<file path="src/pfs_map.vh">
// Summary of operation
// - single chip mode forces every lower port D pin to general I/O.
// - in extended mode with program memory invalid every lower port D pin is a data bus bit.
// - port E direction is 16 bits; 1 makes an output, 0 an input.
// - direction bits act only for general I/O or timer capture/compare functions.
// - port E direction clears to zero on external power-on reset.
// - port E direction holds through manual, watchdog reset, standby and sleep.
// - upper function select steers port E pins 15..8, lower steers 7..0.
// - address-hold and DMA acknowledge selections are ignored in single chip mode.
// - both port E function selects clear on power-on reset, hold otherwise.
// - lower port D select clears only on power-on reset, holds otherwise.
// - lower port D bits act only in extended mode with program memory enabled.
`ifndef PFS_MAP_VH
`define PFS_MAP_VH
`define PFS_OFS_PD_LOW 4'h0
`define PFS_OFS_PE_DIR 4'h4
`define PFS_OFS_PE_UP 4'h8
`define PFS_OFS_PE_LOW 4'hC
`define PFS_RST_VAL 16'h0000
`define PFS_PD_MASK 16'h7FFF
`define PFS_PE_UP_MASK 16'hFD55
`define PFS_PE_LOW_MASK 16'h55FF
`define PFS_RESP_OKAY 2'b00
`define PFS_RESP_SLVERR 2'b10
`endif

</file>
<file path="src/pfs_sync2.v">
`default_nettype none
// two-flop synchroniser for mode pins; first stage read only by the second
module pfs_sync2 (
  input wire aclk,
  input wire aresetn,
  input wire din,
  output reg dout
);
  reg meta_q;
  always @(posedge aclk) begin
    if (!aresetn) begin
      meta_q <= 1'b0;
      dout <= 1'b0;
    end else begin
      meta_q <= din;
      dout <= meta_q;
    end
  end
endmodule
`default_nettype wire

</file>
<file path="src/pfs_pe_pin.v">
`default_nettype none
// one port E pin: decode its 2-bit function field and gate the direction bit
module pfs_pe_pin (
  input wire [1:0] func,
  input wire two_bit,
  input wire has_ack,
  input wire single_chip,
  input wire dir_bit,
  output wire is_gpio,
  output wire is_timer,
  output wire oe
);
  // ack/hold codes are dropped in single chip mode and the pin falls back to gpio
  wire ack_sel = two_bit & has_ack & func[1] & single_chip;
  assign is_gpio = two_bit ? ((func == 2'b00) | ack_sel) : ~func[0];
  assign is_timer = two_bit ? (func == 2'b01) : func[0];
  // direction only counts for gpio or timer pins
  assign oe = (is_gpio | is_timer) & dir_bit;
endmodule
`default_nettype wire

</file>
<file path="src/pfs_top.v">
`include "pfs_map.vh"
`default_nettype none
module pfs_top (
  // clock and reset (reset stands for external power-on reset only)
  input wire aclk,
  input wire aresetn,
  // axi4-lite write address
  input wire [3:0] s_axi_awaddr,
  input wire s_axi_awvalid,
  output reg s_axi_awready,
  // axi4-lite write data
  input wire [31:0] s_axi_wdata,
  input wire [3:0] s_axi_wstrb,
  input wire s_axi_wvalid,
  output reg s_axi_wready,
  // axi4-lite write response
  output reg [1:0] s_axi_bresp,
  output reg s_axi_bvalid,
  input wire s_axi_bready,
  // axi4-lite read address
  input wire [3:0] s_axi_araddr,
  input wire s_axi_arvalid,
  output reg s_axi_arready,
  // axi4-lite read data
  output reg [31:0] s_axi_rdata,
  output reg [1:0] s_axi_rresp,
  output reg s_axi_rvalid,
  input wire s_axi_rready,
  // mode pins from outside
  input wire single_chip_mode,
  input wire rom_invalid,
  // pin mux results
  output reg [14:0] portd_data_bus_sel,
  output reg [15:0] porte_gpio_sel,
  output reg [15:0] porte_timer_sel,
  output reg [15:0] porte_output_enable
);
  reg [15:0] port_d_low_function_select_q;
  reg [15:0] port_e_direction_q;
  reg [15:0] port_e_upper_function_select_q;
  reg [15:0] port_e_lower_function_select_q;
  reg [3:0] awaddr_q;
  reg [31:0] wdata_q;
  reg [3:0] wstrb_q;
  reg aw_have_q;
  reg w_have_q;
  wire single_chip_s;
  wire rom_invalid_s;

  // mode pins are asynchronous to aclk
  pfs_sync2 u_sync_sc (
    .aclk(aclk),
    .aresetn(aresetn),
    .din(single_chip_mode),
    .dout(single_chip_s)
  );
  pfs_sync2 u_sync_rom (
    .aclk(aclk),
    .aresetn(aresetn),
    .din(rom_invalid),
    .dout(rom_invalid_s)
  );

  // write channel: address and data taken in either order, one write in flight
  wire wr_go = aw_have_q & w_have_q & ~s_axi_bvalid;
  // channel hand-offs and the alignment test used by both response and write
  wire aw_take = s_axi_awvalid & s_axi_awready;
  wire w_take = s_axi_wvalid & s_axi_wready;
  wire aw_aligned = (awaddr_q[1:0] == 2'b00);
  always @(posedge aclk) begin
    if (!aresetn) begin
      s_axi_awready <= 1'b0;
      s_axi_wready <= 1'b0;
      aw_have_q <= 1'b0;
      w_have_q <= 1'b0;
      awaddr_q <= 4'h0;
      wdata_q <= 32'h0000_0000;
      wstrb_q <= 4'h0;
      s_axi_bvalid <= 1'b0;
      s_axi_bresp <= `PFS_RESP_OKAY;
    end else begin
      s_axi_awready <= ~aw_have_q & ~s_axi_awready & ~s_axi_bvalid;
      s_axi_wready <= ~w_have_q & ~s_axi_wready & ~s_axi_bvalid;
      if (aw_take) begin
        aw_have_q <= 1'b1;
        awaddr_q <= s_axi_awaddr;
        s_axi_awready <= 1'b0;
      end
      if (w_take) begin
        w_have_q <= 1'b1;
        wdata_q <= s_axi_wdata;
        wstrb_q <= s_axi_wstrb;
        s_axi_wready <= 1'b0;
      end
      if (wr_go) begin
        aw_have_q <= 1'b0;
        w_have_q <= 1'b0;
        s_axi_bvalid <= 1'b1;
        s_axi_bresp <= aw_aligned ? `PFS_RESP_OKAY : `PFS_RESP_SLVERR;
      end else if (s_axi_bvalid & s_axi_bready) begin
        s_axi_bvalid <= 1'b0;
      end
    end
  end

  // byte-lane merge; reserved bits masked so they always read zero
  function [15:0] merge;
    input [15:0] old;
    input [31:0] data;
    input [3:0] strb;
    input [15:0] mask;
    begin
      merge = old;
      if (strb[0]) merge[7:0] = data[7:0];
      if (strb[1]) merge[15:8] = data[15:8];
      merge = merge & mask;
    end
  endfunction

  // one write strobe per register; misaligned or unmapped offsets write nothing
  // so a bad address can never corrupt a neighbouring register
  wire wr_ok = wr_go & aw_aligned;
  wire wr_pd = wr_ok & (awaddr_q == `PFS_OFS_PD_LOW);
  wire wr_dir = wr_ok & (awaddr_q == `PFS_OFS_PE_DIR);
  wire wr_up = wr_ok & (awaddr_q == `PFS_OFS_PE_UP);
  wire wr_low = wr_ok & (awaddr_q == `PFS_OFS_PE_LOW);

  // lower port D select; reset is power-on only, other resets never reach it
  always @(posedge aclk) begin
    if (!aresetn) begin
      port_d_low_function_select_q <= `PFS_RST_VAL;
    end else if (wr_pd) begin
      port_d_low_function_select_q <= merge(port_d_low_function_select_q,
        wdata_q, wstrb_q, `PFS_PD_MASK);
    end
  end

  // port E direction; kept through every reset but power-on
  always @(posedge aclk) begin
    if (!aresetn) begin
      port_e_direction_q <= `PFS_RST_VAL;
    end else if (wr_dir) begin
      port_e_direction_q <= merge(port_e_direction_q, wdata_q, wstrb_q,
        16'hFFFF);
    end
  end

  // upper port E function select, pins 15..8
  always @(posedge aclk) begin
    if (!aresetn) begin
      port_e_upper_function_select_q <= `PFS_RST_VAL;
    end else if (wr_up) begin
      port_e_upper_function_select_q <= merge(port_e_upper_function_select_q,
        wdata_q, wstrb_q, `PFS_PE_UP_MASK);
    end
  end

  // lower port E function select, pins 7..0
  always @(posedge aclk) begin
    if (!aresetn) begin
      port_e_lower_function_select_q <= `PFS_RST_VAL;
    end else if (wr_low) begin
      port_e_lower_function_select_q <= merge(port_e_lower_function_select_q,
        wdata_q, wstrb_q, `PFS_PE_LOW_MASK);
    end
  end

  // read data chosen from the live registers; misaligned offsets read zero
  // so software never sees a half-decoded word
  wire ar_take = s_axi_arvalid & s_axi_arready;
  wire ar_aligned = (s_axi_araddr[1:0] == 2'b00);
  reg [31:0] rdata_d;
  always @* begin
    rdata_d = 32'h0000_0000;
    if (ar_aligned) begin
      case (s_axi_araddr)
        `PFS_OFS_PD_LOW: rdata_d = {16'h0000, port_d_low_function_select_q};
        `PFS_OFS_PE_DIR: rdata_d = {16'h0000, port_e_direction_q};
        `PFS_OFS_PE_UP: rdata_d = {16'h0000, port_e_upper_function_select_q};
        `PFS_OFS_PE_LOW: rdata_d = {16'h0000, port_e_lower_function_select_q};
        default: begin
          rdata_d = 32'h0000_0000;
        end
      endcase
    end
  end

  // read channel: one cycle to accept, answer the next
  always @(posedge aclk) begin
    if (!aresetn) begin
      s_axi_arready <= 1'b0;
      s_axi_rvalid <= 1'b0;
      s_axi_rdata <= 32'h0000_0000;
      s_axi_rresp <= `PFS_RESP_OKAY;
    end else begin
      s_axi_arready <= ~s_axi_arready & ~s_axi_rvalid;
      if (ar_take) begin
        s_axi_arready <= 1'b0;
        s_axi_rvalid <= 1'b1;
        s_axi_rresp <= ar_aligned ? `PFS_RESP_OKAY : `PFS_RESP_SLVERR;
        s_axi_rdata <= rdata_d;
      end else if (s_axi_rvalid & s_axi_rready) begin
        s_axi_rvalid <= 1'b0;
      end
    end
  end

  // port E function fields: upper register pins 15..8, lower register 7..0
  wire [31:0] pe_fields = {port_e_upper_function_select_q, port_e_lower_function_select_q};
  // pins with 2-bit fields: 15,14,13 and 3..0; ack-capable: 15,14,3,2,1,0
  localparam [15:0] TWO_BIT = 16'hE00F;
  localparam [15:0] HAS_ACK = 16'hC00F;
  wire [15:0] pe_gpio;
  wire [15:0] pe_timer;
  wire [15:0] pe_oe;
  // one slice per port E pin; the slice owns the function decode and gating
  genvar gi;
  generate
    for (gi = 0; gi < 16; gi = gi + 1) begin : g_pe
      pfs_pe_pin u_pin (
        .func(pe_fields[2*gi+1:2*gi]),
        .two_bit(TWO_BIT[gi]),
        .has_ack(HAS_ACK[gi]),
        .single_chip(single_chip_s),
        .dir_bit(port_e_direction_q[gi]),
        .is_gpio(pe_gpio[gi]),
        .is_timer(pe_timer[gi]),
        .oe(pe_oe[gi])
      );
    end
  endgenerate

  // operating mode as a one-hot code; single chip is tested first so it wins
  // over invalid program memory when both mode pins are high
  localparam [2:0] MODE_SINGLE = 3'b001;
  localparam [2:0] MODE_EXT_NOROM = 3'b010;
  localparam [2:0] MODE_EXT_ROM = 3'b100;
  reg [2:0] mode_d;
  always @* begin
    if (single_chip_s) begin
      mode_d = MODE_SINGLE;
    end else if (rom_invalid_s) begin
      mode_d = MODE_EXT_NOROM;
    end else begin
      mode_d = MODE_EXT_ROM;
    end
  end

  // port D: mode decides first, register bits only in rom-enabled extended mode
  reg [14:0] pd_sel_d;
  always @* begin
    case (mode_d)
      MODE_SINGLE: begin
        pd_sel_d = 15'h0000;
      end
      MODE_EXT_NOROM: begin
        pd_sel_d = 15'h7FFF;
      end
      MODE_EXT_ROM: begin
        pd_sel_d = port_d_low_function_select_q[14:0];
      end
      default: begin
        pd_sel_d = 15'h0000;
      end
    endcase
  end

  // pin outputs come from flops; one cycle behind registers and synced modes
  always @(posedge aclk) begin
    if (!aresetn) begin
      portd_data_bus_sel <= 15'h0000;
    end else begin
      portd_data_bus_sel <= pd_sel_d;
    end
  end

  // every port E pin is plain gpio until software picks another function
  always @(posedge aclk) begin
    if (!aresetn) begin
      porte_gpio_sel <= 16'hFFFF;
    end else begin
      porte_gpio_sel <= pe_gpio;
    end
  end

  // timer capture/compare selection per pin
  always @(posedge aclk) begin
    if (!aresetn) begin
      porte_timer_sel <= 16'h0000;
    end else begin
      porte_timer_sel <= pe_timer;
    end
  end

  // output enable already gated by the function inside each pin slice
  always @(posedge aclk) begin
    if (!aresetn) begin
      porte_output_enable <= 16'h0000;
    end else begin
      porte_output_enable <= pe_oe;
    end
  end
endmodule
`default_nettype wire

</file>
<file path="config.mk">
export PLATFORM = sky130hd
export DESIGN_NAME = pfs_top
export DESIGN_NICKNAME = d
export VERILOG_FILES = /design/src/pfs_sync2.v /design/src/pfs_pe_pin.v /design/src/pfs_top.v
export VERILOG_INCLUDE_DIRS = /design/src
export SDC_FILE = /design/constraint.sdc
export NUM_CORES = 1
export LEC_CHECK = 0
export BUFFER_PORTS_ARGS = -buffer_cell sky130_fd_sc_hd__buf_2
export CAP_MARGIN = 20
export CELL_PAD_IN_SITES_DETAIL_PLACEMENT = 0
export CELL_PAD_IN_SITES_GLOBAL_PLACEMENT = 1
export CORE_MARGIN = 2
export CORE_UTILIZATION = 35
export DETAILED_ROUTE_END_ITERATION = 6
export PLACE_DENSITY = 0.73
export SLEW_MARGIN = 20
export SYNTH_ARGS = -nofsm -noshare
export SYNTH_HDL_FRONTEND = slang
export SYNTH_HIERARCHICAL = 1
export SYNTH_SLANG_ARGS = --single-unit
</file>
<file path="constraint.sdc">
create_clock -name aclk -period 3.7 [get_ports aclk]
set_input_delay 0.555 -clock aclk [delete_from_list [all_inputs] [get_ports aclk]]
set_output_delay 0.555 -clock aclk [all_outputs]
set_load 0.02 [all_outputs]
</file>
* Word level (Yosys, flattened, before mapping)
Index checks and enable logic that the tools add are counted.
Storage, ports and cells: output and inout port bits 104, register bits 186
Operators by class: equality and inequality tests 15, bitwise logic cells 60, reduce and logical (&&, ||, !) cells 25, mux-type cells 11
Operators with widths (number):
- case mux 16 bit (4 select lines) | 1
- bitwise AND 1 bit | 30
- case mux 15 bit (2 select lines) | 1
- logical NOT 2 bit | 9
- inverter 1 bit | 17
- == test 4 bit (second input constant) | 4
- 2-to-1 mux 16 bit | 1
- AND reduction 2 bit | 8
- == test 2 x 1 -> 1 bit (second input constant) | 7
- bitwise OR 1 bit | 13
- == test 4 x 3 -> 1 bit (second input constant) | 2
- logical NOT 4 bit | 2
- OR reduction 2 bit | 4
- 2-to-1 mux 3 bit | 2
- 2-to-1 mux 1 bit | 4
- 2-to-1 mux 2 bit | 2
- nonzero test 2 bit | 2
- == test 3 x 2 -> 1 bit (second input constant) | 1
- == test 3 bit (second input constant) | 1

* Logic depth before layout (Yosys ltp)
depth in word-level cells 5, mapped depth 5, mapped depth without buffers 3

* Cells and area by module
Netlist, hierarchy kept.
By module, submodules not included:
- pfs_top | seq. area each 3283.1 um^2, area each 6047.0 um^2, instances 1, cells an instance 594
- pfs_pe_pin | seq. area each 0.0 um^2, area each 31.3 um^2, instances 16, cells an instance 5
- pfs_sync2 | seq. area each 40.0 um^2, area each 52.6 um^2, instances 2, cells an instance 4

* Least setup slack after synthesis
No wires, ideal clock.
path type input-to-reg, start input s_axi_araddr[1], end register s_axi_rdata[9], data required time 3.630 ns, setup time 0.070 ns, data arrival time 1.522 ns, setup slack 2.108 ns, cell stages on the path 4, cells stage by stage or3_1 buf_2 or3_1 a21boi_1
On the way: longest elaborated chain between the ends 3
Ends and longest elaborated chain:
- start: declaration | RTL line pfs_top.v:21 | input wire [3:0] s_axi_araddr,
- == test 4 bit (tied with other cells) | RTL line pfs_top.v:176 | case (s_axi_araddr)
- case mux 16 bit (4 select lines) | RTL line pfs_top.v:176
- 2-to-1 mux 16 bit * | RTL line pfs_top.v:175 | if (ar_aligned) begin
- end signal: assignment | RTL line pfs_top.v:201 | s_axi_rdata <= rdata_d;
- end: declaration | RTL line pfs_top.v:25 | output reg [31:0] s_axi_rdata,
Mark *: on every way between the ends. The rest lies on a longest branch, timed or not. A chain may end at the register's enable or synchronous reset.

* Worst setup path in the final report
start register s_axi_bvalid, end register port_e_direction_q[8]
On the way: longest elaborated chain between the ends 5
Ends and longest elaborated chain:
- start: declaration | RTL line pfs_top.v:18 | output reg s_axi_bvalid,
- start signal: assignment | RTL line pfs_top.v:79 | s_axi_bvalid <= 1'b0;
- start signal: assignment | RTL line pfs_top.v:98 | s_axi_bvalid <= 1'b1;
- start signal: assignment | RTL line pfs_top.v:101 | s_axi_bvalid <= 1'b0;
- inverter 1 bit | RTL line pfs_top.v:65 | wire wr_go = aw_have_q & w_have_q & ~s_axi_bvalid;
- bitwise AND 1 bit | RTL line pfs_top.v:65
- bitwise AND 1 bit | RTL line pfs_top.v:122 | wire wr_ok = wr_go & aw_aligned;
- bitwise AND 1 bit | RTL line pfs_top.v:124 | wire wr_dir = wr_ok & (awaddr_q == `PFS_OFS_PE_DIR);
- AND reduction 2 bit (no source line)
- end signal: assignment | RTL line pfs_top.v:141 | port_e_direction_q <= `PFS_RST_VAL;
- end signal: assignment | RTL line pfs_top.v:143 | port_e_direction_q <= merge(port_e_direction_q, wdata_q, wstrb_q,
- end: declaration | RTL line pfs_top.v:39 | reg [15:0] port_e_direction_q;
No other way between the ends.

==> impl_results.md <==
* DIE WIDTH at roughly 140 microns
* Final setup margin at ~1.9 ns
* Placed Area at approximately 7700 sq um
* Crit-path cells: or4b_1, nor2_8, mux2i_1
* Slowest cell on crit path: or4b_1
* Synth unique cells at 46
* Max_cap viols at 0
* Mux cell area share after synthesis at 0.113
* Antenna cells at 0
* Worst Path Max Fanout at 8
* Worst-Skew Late Latency at between 0.4 and 0.5 ns
* Worst clock skew at 0.00869 ns
* Area contributors post-synth: dfxtp_1 51%, mux2i_1 11%, nand2_1 7.7%
* Post-Syn Area at 6650 sq um
* Leakage at around 0.0036 uW
* Syn. warnings at 6
* Footprint of the multi-input gates at ~3400 sq um
* Placer's final routability congestion estimate at between 0.7 and 0.8
* CP max stage delay at 0.85 ns
* Slew Viols, Final at 0
* Cts bufs inserted at 17
* CTS tree: done
* Most instantiated cells after synthesis: 168 x dfxtp_1, 136 x nand2_1, 73 x mux2i_1
* Iter 0 DRT Violations at 253
* Row count at 50
* I/O Buffers at between 100 and 150
* Final-layout fill cell count at ~1,900
* Final worst path period need at 1.85 ns
* DR WL/cell at 14.0 microns
* Starting Density at 0.356
* Slew margin rel. at 0.477
* Hold buffers post-CTS at 0
* Die area at 20,100 sq um
* CTS Root Cell: clkbuf_16
* Cell type with the highest aggregate area in the netlist: dfxtp_1
* RSZ-0062 raised after global routing: no
* Share of the synthesized area in the top cell type at 0.506
* Die Y at 142 microns
* Simple-Gate Fraction of Synth Area at 0.206
* Layout cells sized above 1 at 0.204
* Final total power at 3970 uW
* Crit path kind: reg2reg
* Fmax at around 0.54 GHz
* Synth Register Bits at about 170
* Syn avg cell area at approximately 9.8 sq um
* Clk slew on worst S/H paths at 0.07 ns
* Htree depth at 4
* Post-cts sizing count at 0
* Grt ovf at 0
* Post-place setup slack at around 1.7 ns
* Antenna violations before repair at 0
* Worst hold slack at about 0.33 ns
* Final Hold Vio Count at 0
* Critical path arrival at around 2.2 ns
* Combinational family with the most area after synthesis: simple AND/OR/NAND/NOR gates
* DRC at 0
* Setup crit start kind: register
* Nets at around 940
* IO Pins at 157
* Sequential cell area at around 3400 sq um
* Synth Area in Adders at 0
* Syn Inst Count at 682
* Slew @ Worst Pin at 0.777 ns
* Clock buffer depth at 2
* Top-count cell post-synth: dfxtp_1
* Sequential area share after synthesis at 0.506
* Finished Cell Area at around 8300 sq um
* Core Area at approximately 19,000 sq um
* Critical Path RT at 4.05 ns
* DR vias/cell at 4.36
* Post-synth EDFFs at 0
* Asr flop ratio synth at 0
* TritonRoute pass-1 iters at 4
* Status: finished, final reports clean
* Clock sink count at about 170
* First-pass GRT wire length at around 25,000 microns
* Fin crit share at 0.500
* Pwr per Cell Area at 475 nW/um^2
* Vias in the first global route at roughly 4,600
* Worst Hold Class: in2reg
* Synth Area in Compound Gates at 0.124
* Peak supply drop at roughly 270 uV
* Setup-failing EPs final at 0
* Critical path endpoint category: register
* Antenna Violating Nets Remaining at 0
* Post-DP HPWL at 11,600 microns
* Setup_tns at 0 ns
* Total GRT Usage at 0.166
* Synth Area in XOR/XNOR at 0
* Vias at slightly below 5,000
* Ys flop type: dfxtp_1
* Largest net degree at the start of global routing at 83
* Post-CTS Setup Inserts at 0
* Synth-to-Final Area Change at 25.4%
* Routed WL at about 16,000 microns
through the flow:
stage	utilization	std cells
4_1_cts	0.446	1128
3_3_place_gp	0.412	1097
6_report	0.446	1128
2_1_floorplan	-	789
5_1_grt	0.446	1128
3_5_place_dp	0.412	1097
worst paths after layout:
path / from / end / slack, ns / depth (start not counted)
max: s_axi_bvalid$_SDFFE_PN0P_ / port_e_direction_q[8]$_SDFFE_PN0P_ / 1.85 / 3
max reg2reg: s_axi_bvalid$_SDFFE_PN0P_ / port_e_direction_q[8]$_SDFFE_PN0P_ / 1.85 / 3
min: single_chip_mode / u_sync_sc/meta_q$_SDFF_PN0_ / 0.33 / 2
min reg2reg: u_sync_sc/meta_q$_SDFF_PN0_ / u_sync_sc/dout$_SDFF_PN0_ / 0.43 / 1
placed cells by master, fill, tap and decap left out, drive strengths merged, types with 2 or more instances in the layout:
master	instances
a21boi	42
a222oi	2
a22o	10
a31oi	32
a32oi	2
and2	37
and3b	3
buf	124
bufinv	4
clkbuf	20
clkinv	4
conb	109
dfxtp	168
inv	18
mux2	2
mux2i	73
nand2	136
nand2b	21
nand3	6
nand4	3
nand4b	2
nor2	43
nor2b	3
nor3	2
o21ai	6
o22ai	8
or3	2
layout make-up:
class | instances | share of cell area
multi-input cells | 555 | 0.402
well taps | 234 | 0.0351
clock buffers | 20 | 0.0548
clock inverters | 11 | 0.0203
repair buffers | 124 | 0.0774
flip-flops and latches | 168 | 0.403
inverters | 16 | 0.00720
worst max-delay path: cells and delay by family (launching register included):
kind,cells,cell delay (ns)
simple gates,2,1.20
flops,1,0.35
mux,1,0.22
sequential cells by signal, indices dropped and copies added (netlist names), 2 cells and up:
name	count
awaddr_q	4
port_d_low_function_select_q	15
port_e_direction_q	16
port_e_lower_function_select_q	12
port_e_upper_function_select_q	11
portd_data_bus_sel	15
porte_gpio_sel	16
porte_output_enable	16
porte_timer_sel	16
s_axi_rdata	16
wdata_q	16
wstrb_q	2
power by group:
group          switching, uW  internal (uW)  total (uW)
Combinational            152           62.3         215
Clock                    725           1160        1890
Sequential              24.1           1840        1860
Total                    902           3060        3970
routing by layer:
| layer | GRT usage | share of wire | up-vias |
|---|---|---|---|
| met5 | 0 | 0 | - |
| met4 | 0.0537 | 0.013 | 0 |
| met3 | 0.0378 | 0.046 | 15 |
| met2 | 0.254 | 0.44 | 118 |
| met1 | 0.231 | 0.51 | 2192 |
| li1 | - | - | 2592 |
kinds of logic (layout without fill, tap and decap cells):
family / after synthesis / count (layout)
buf+inv: 66 / 171
flops: 168 / 168
simple gates: 264 / 264
mux: 75 / 75
compound gates: 107 / 107
other cells: 2 / 109
Power figures use the tool's default switching activity.
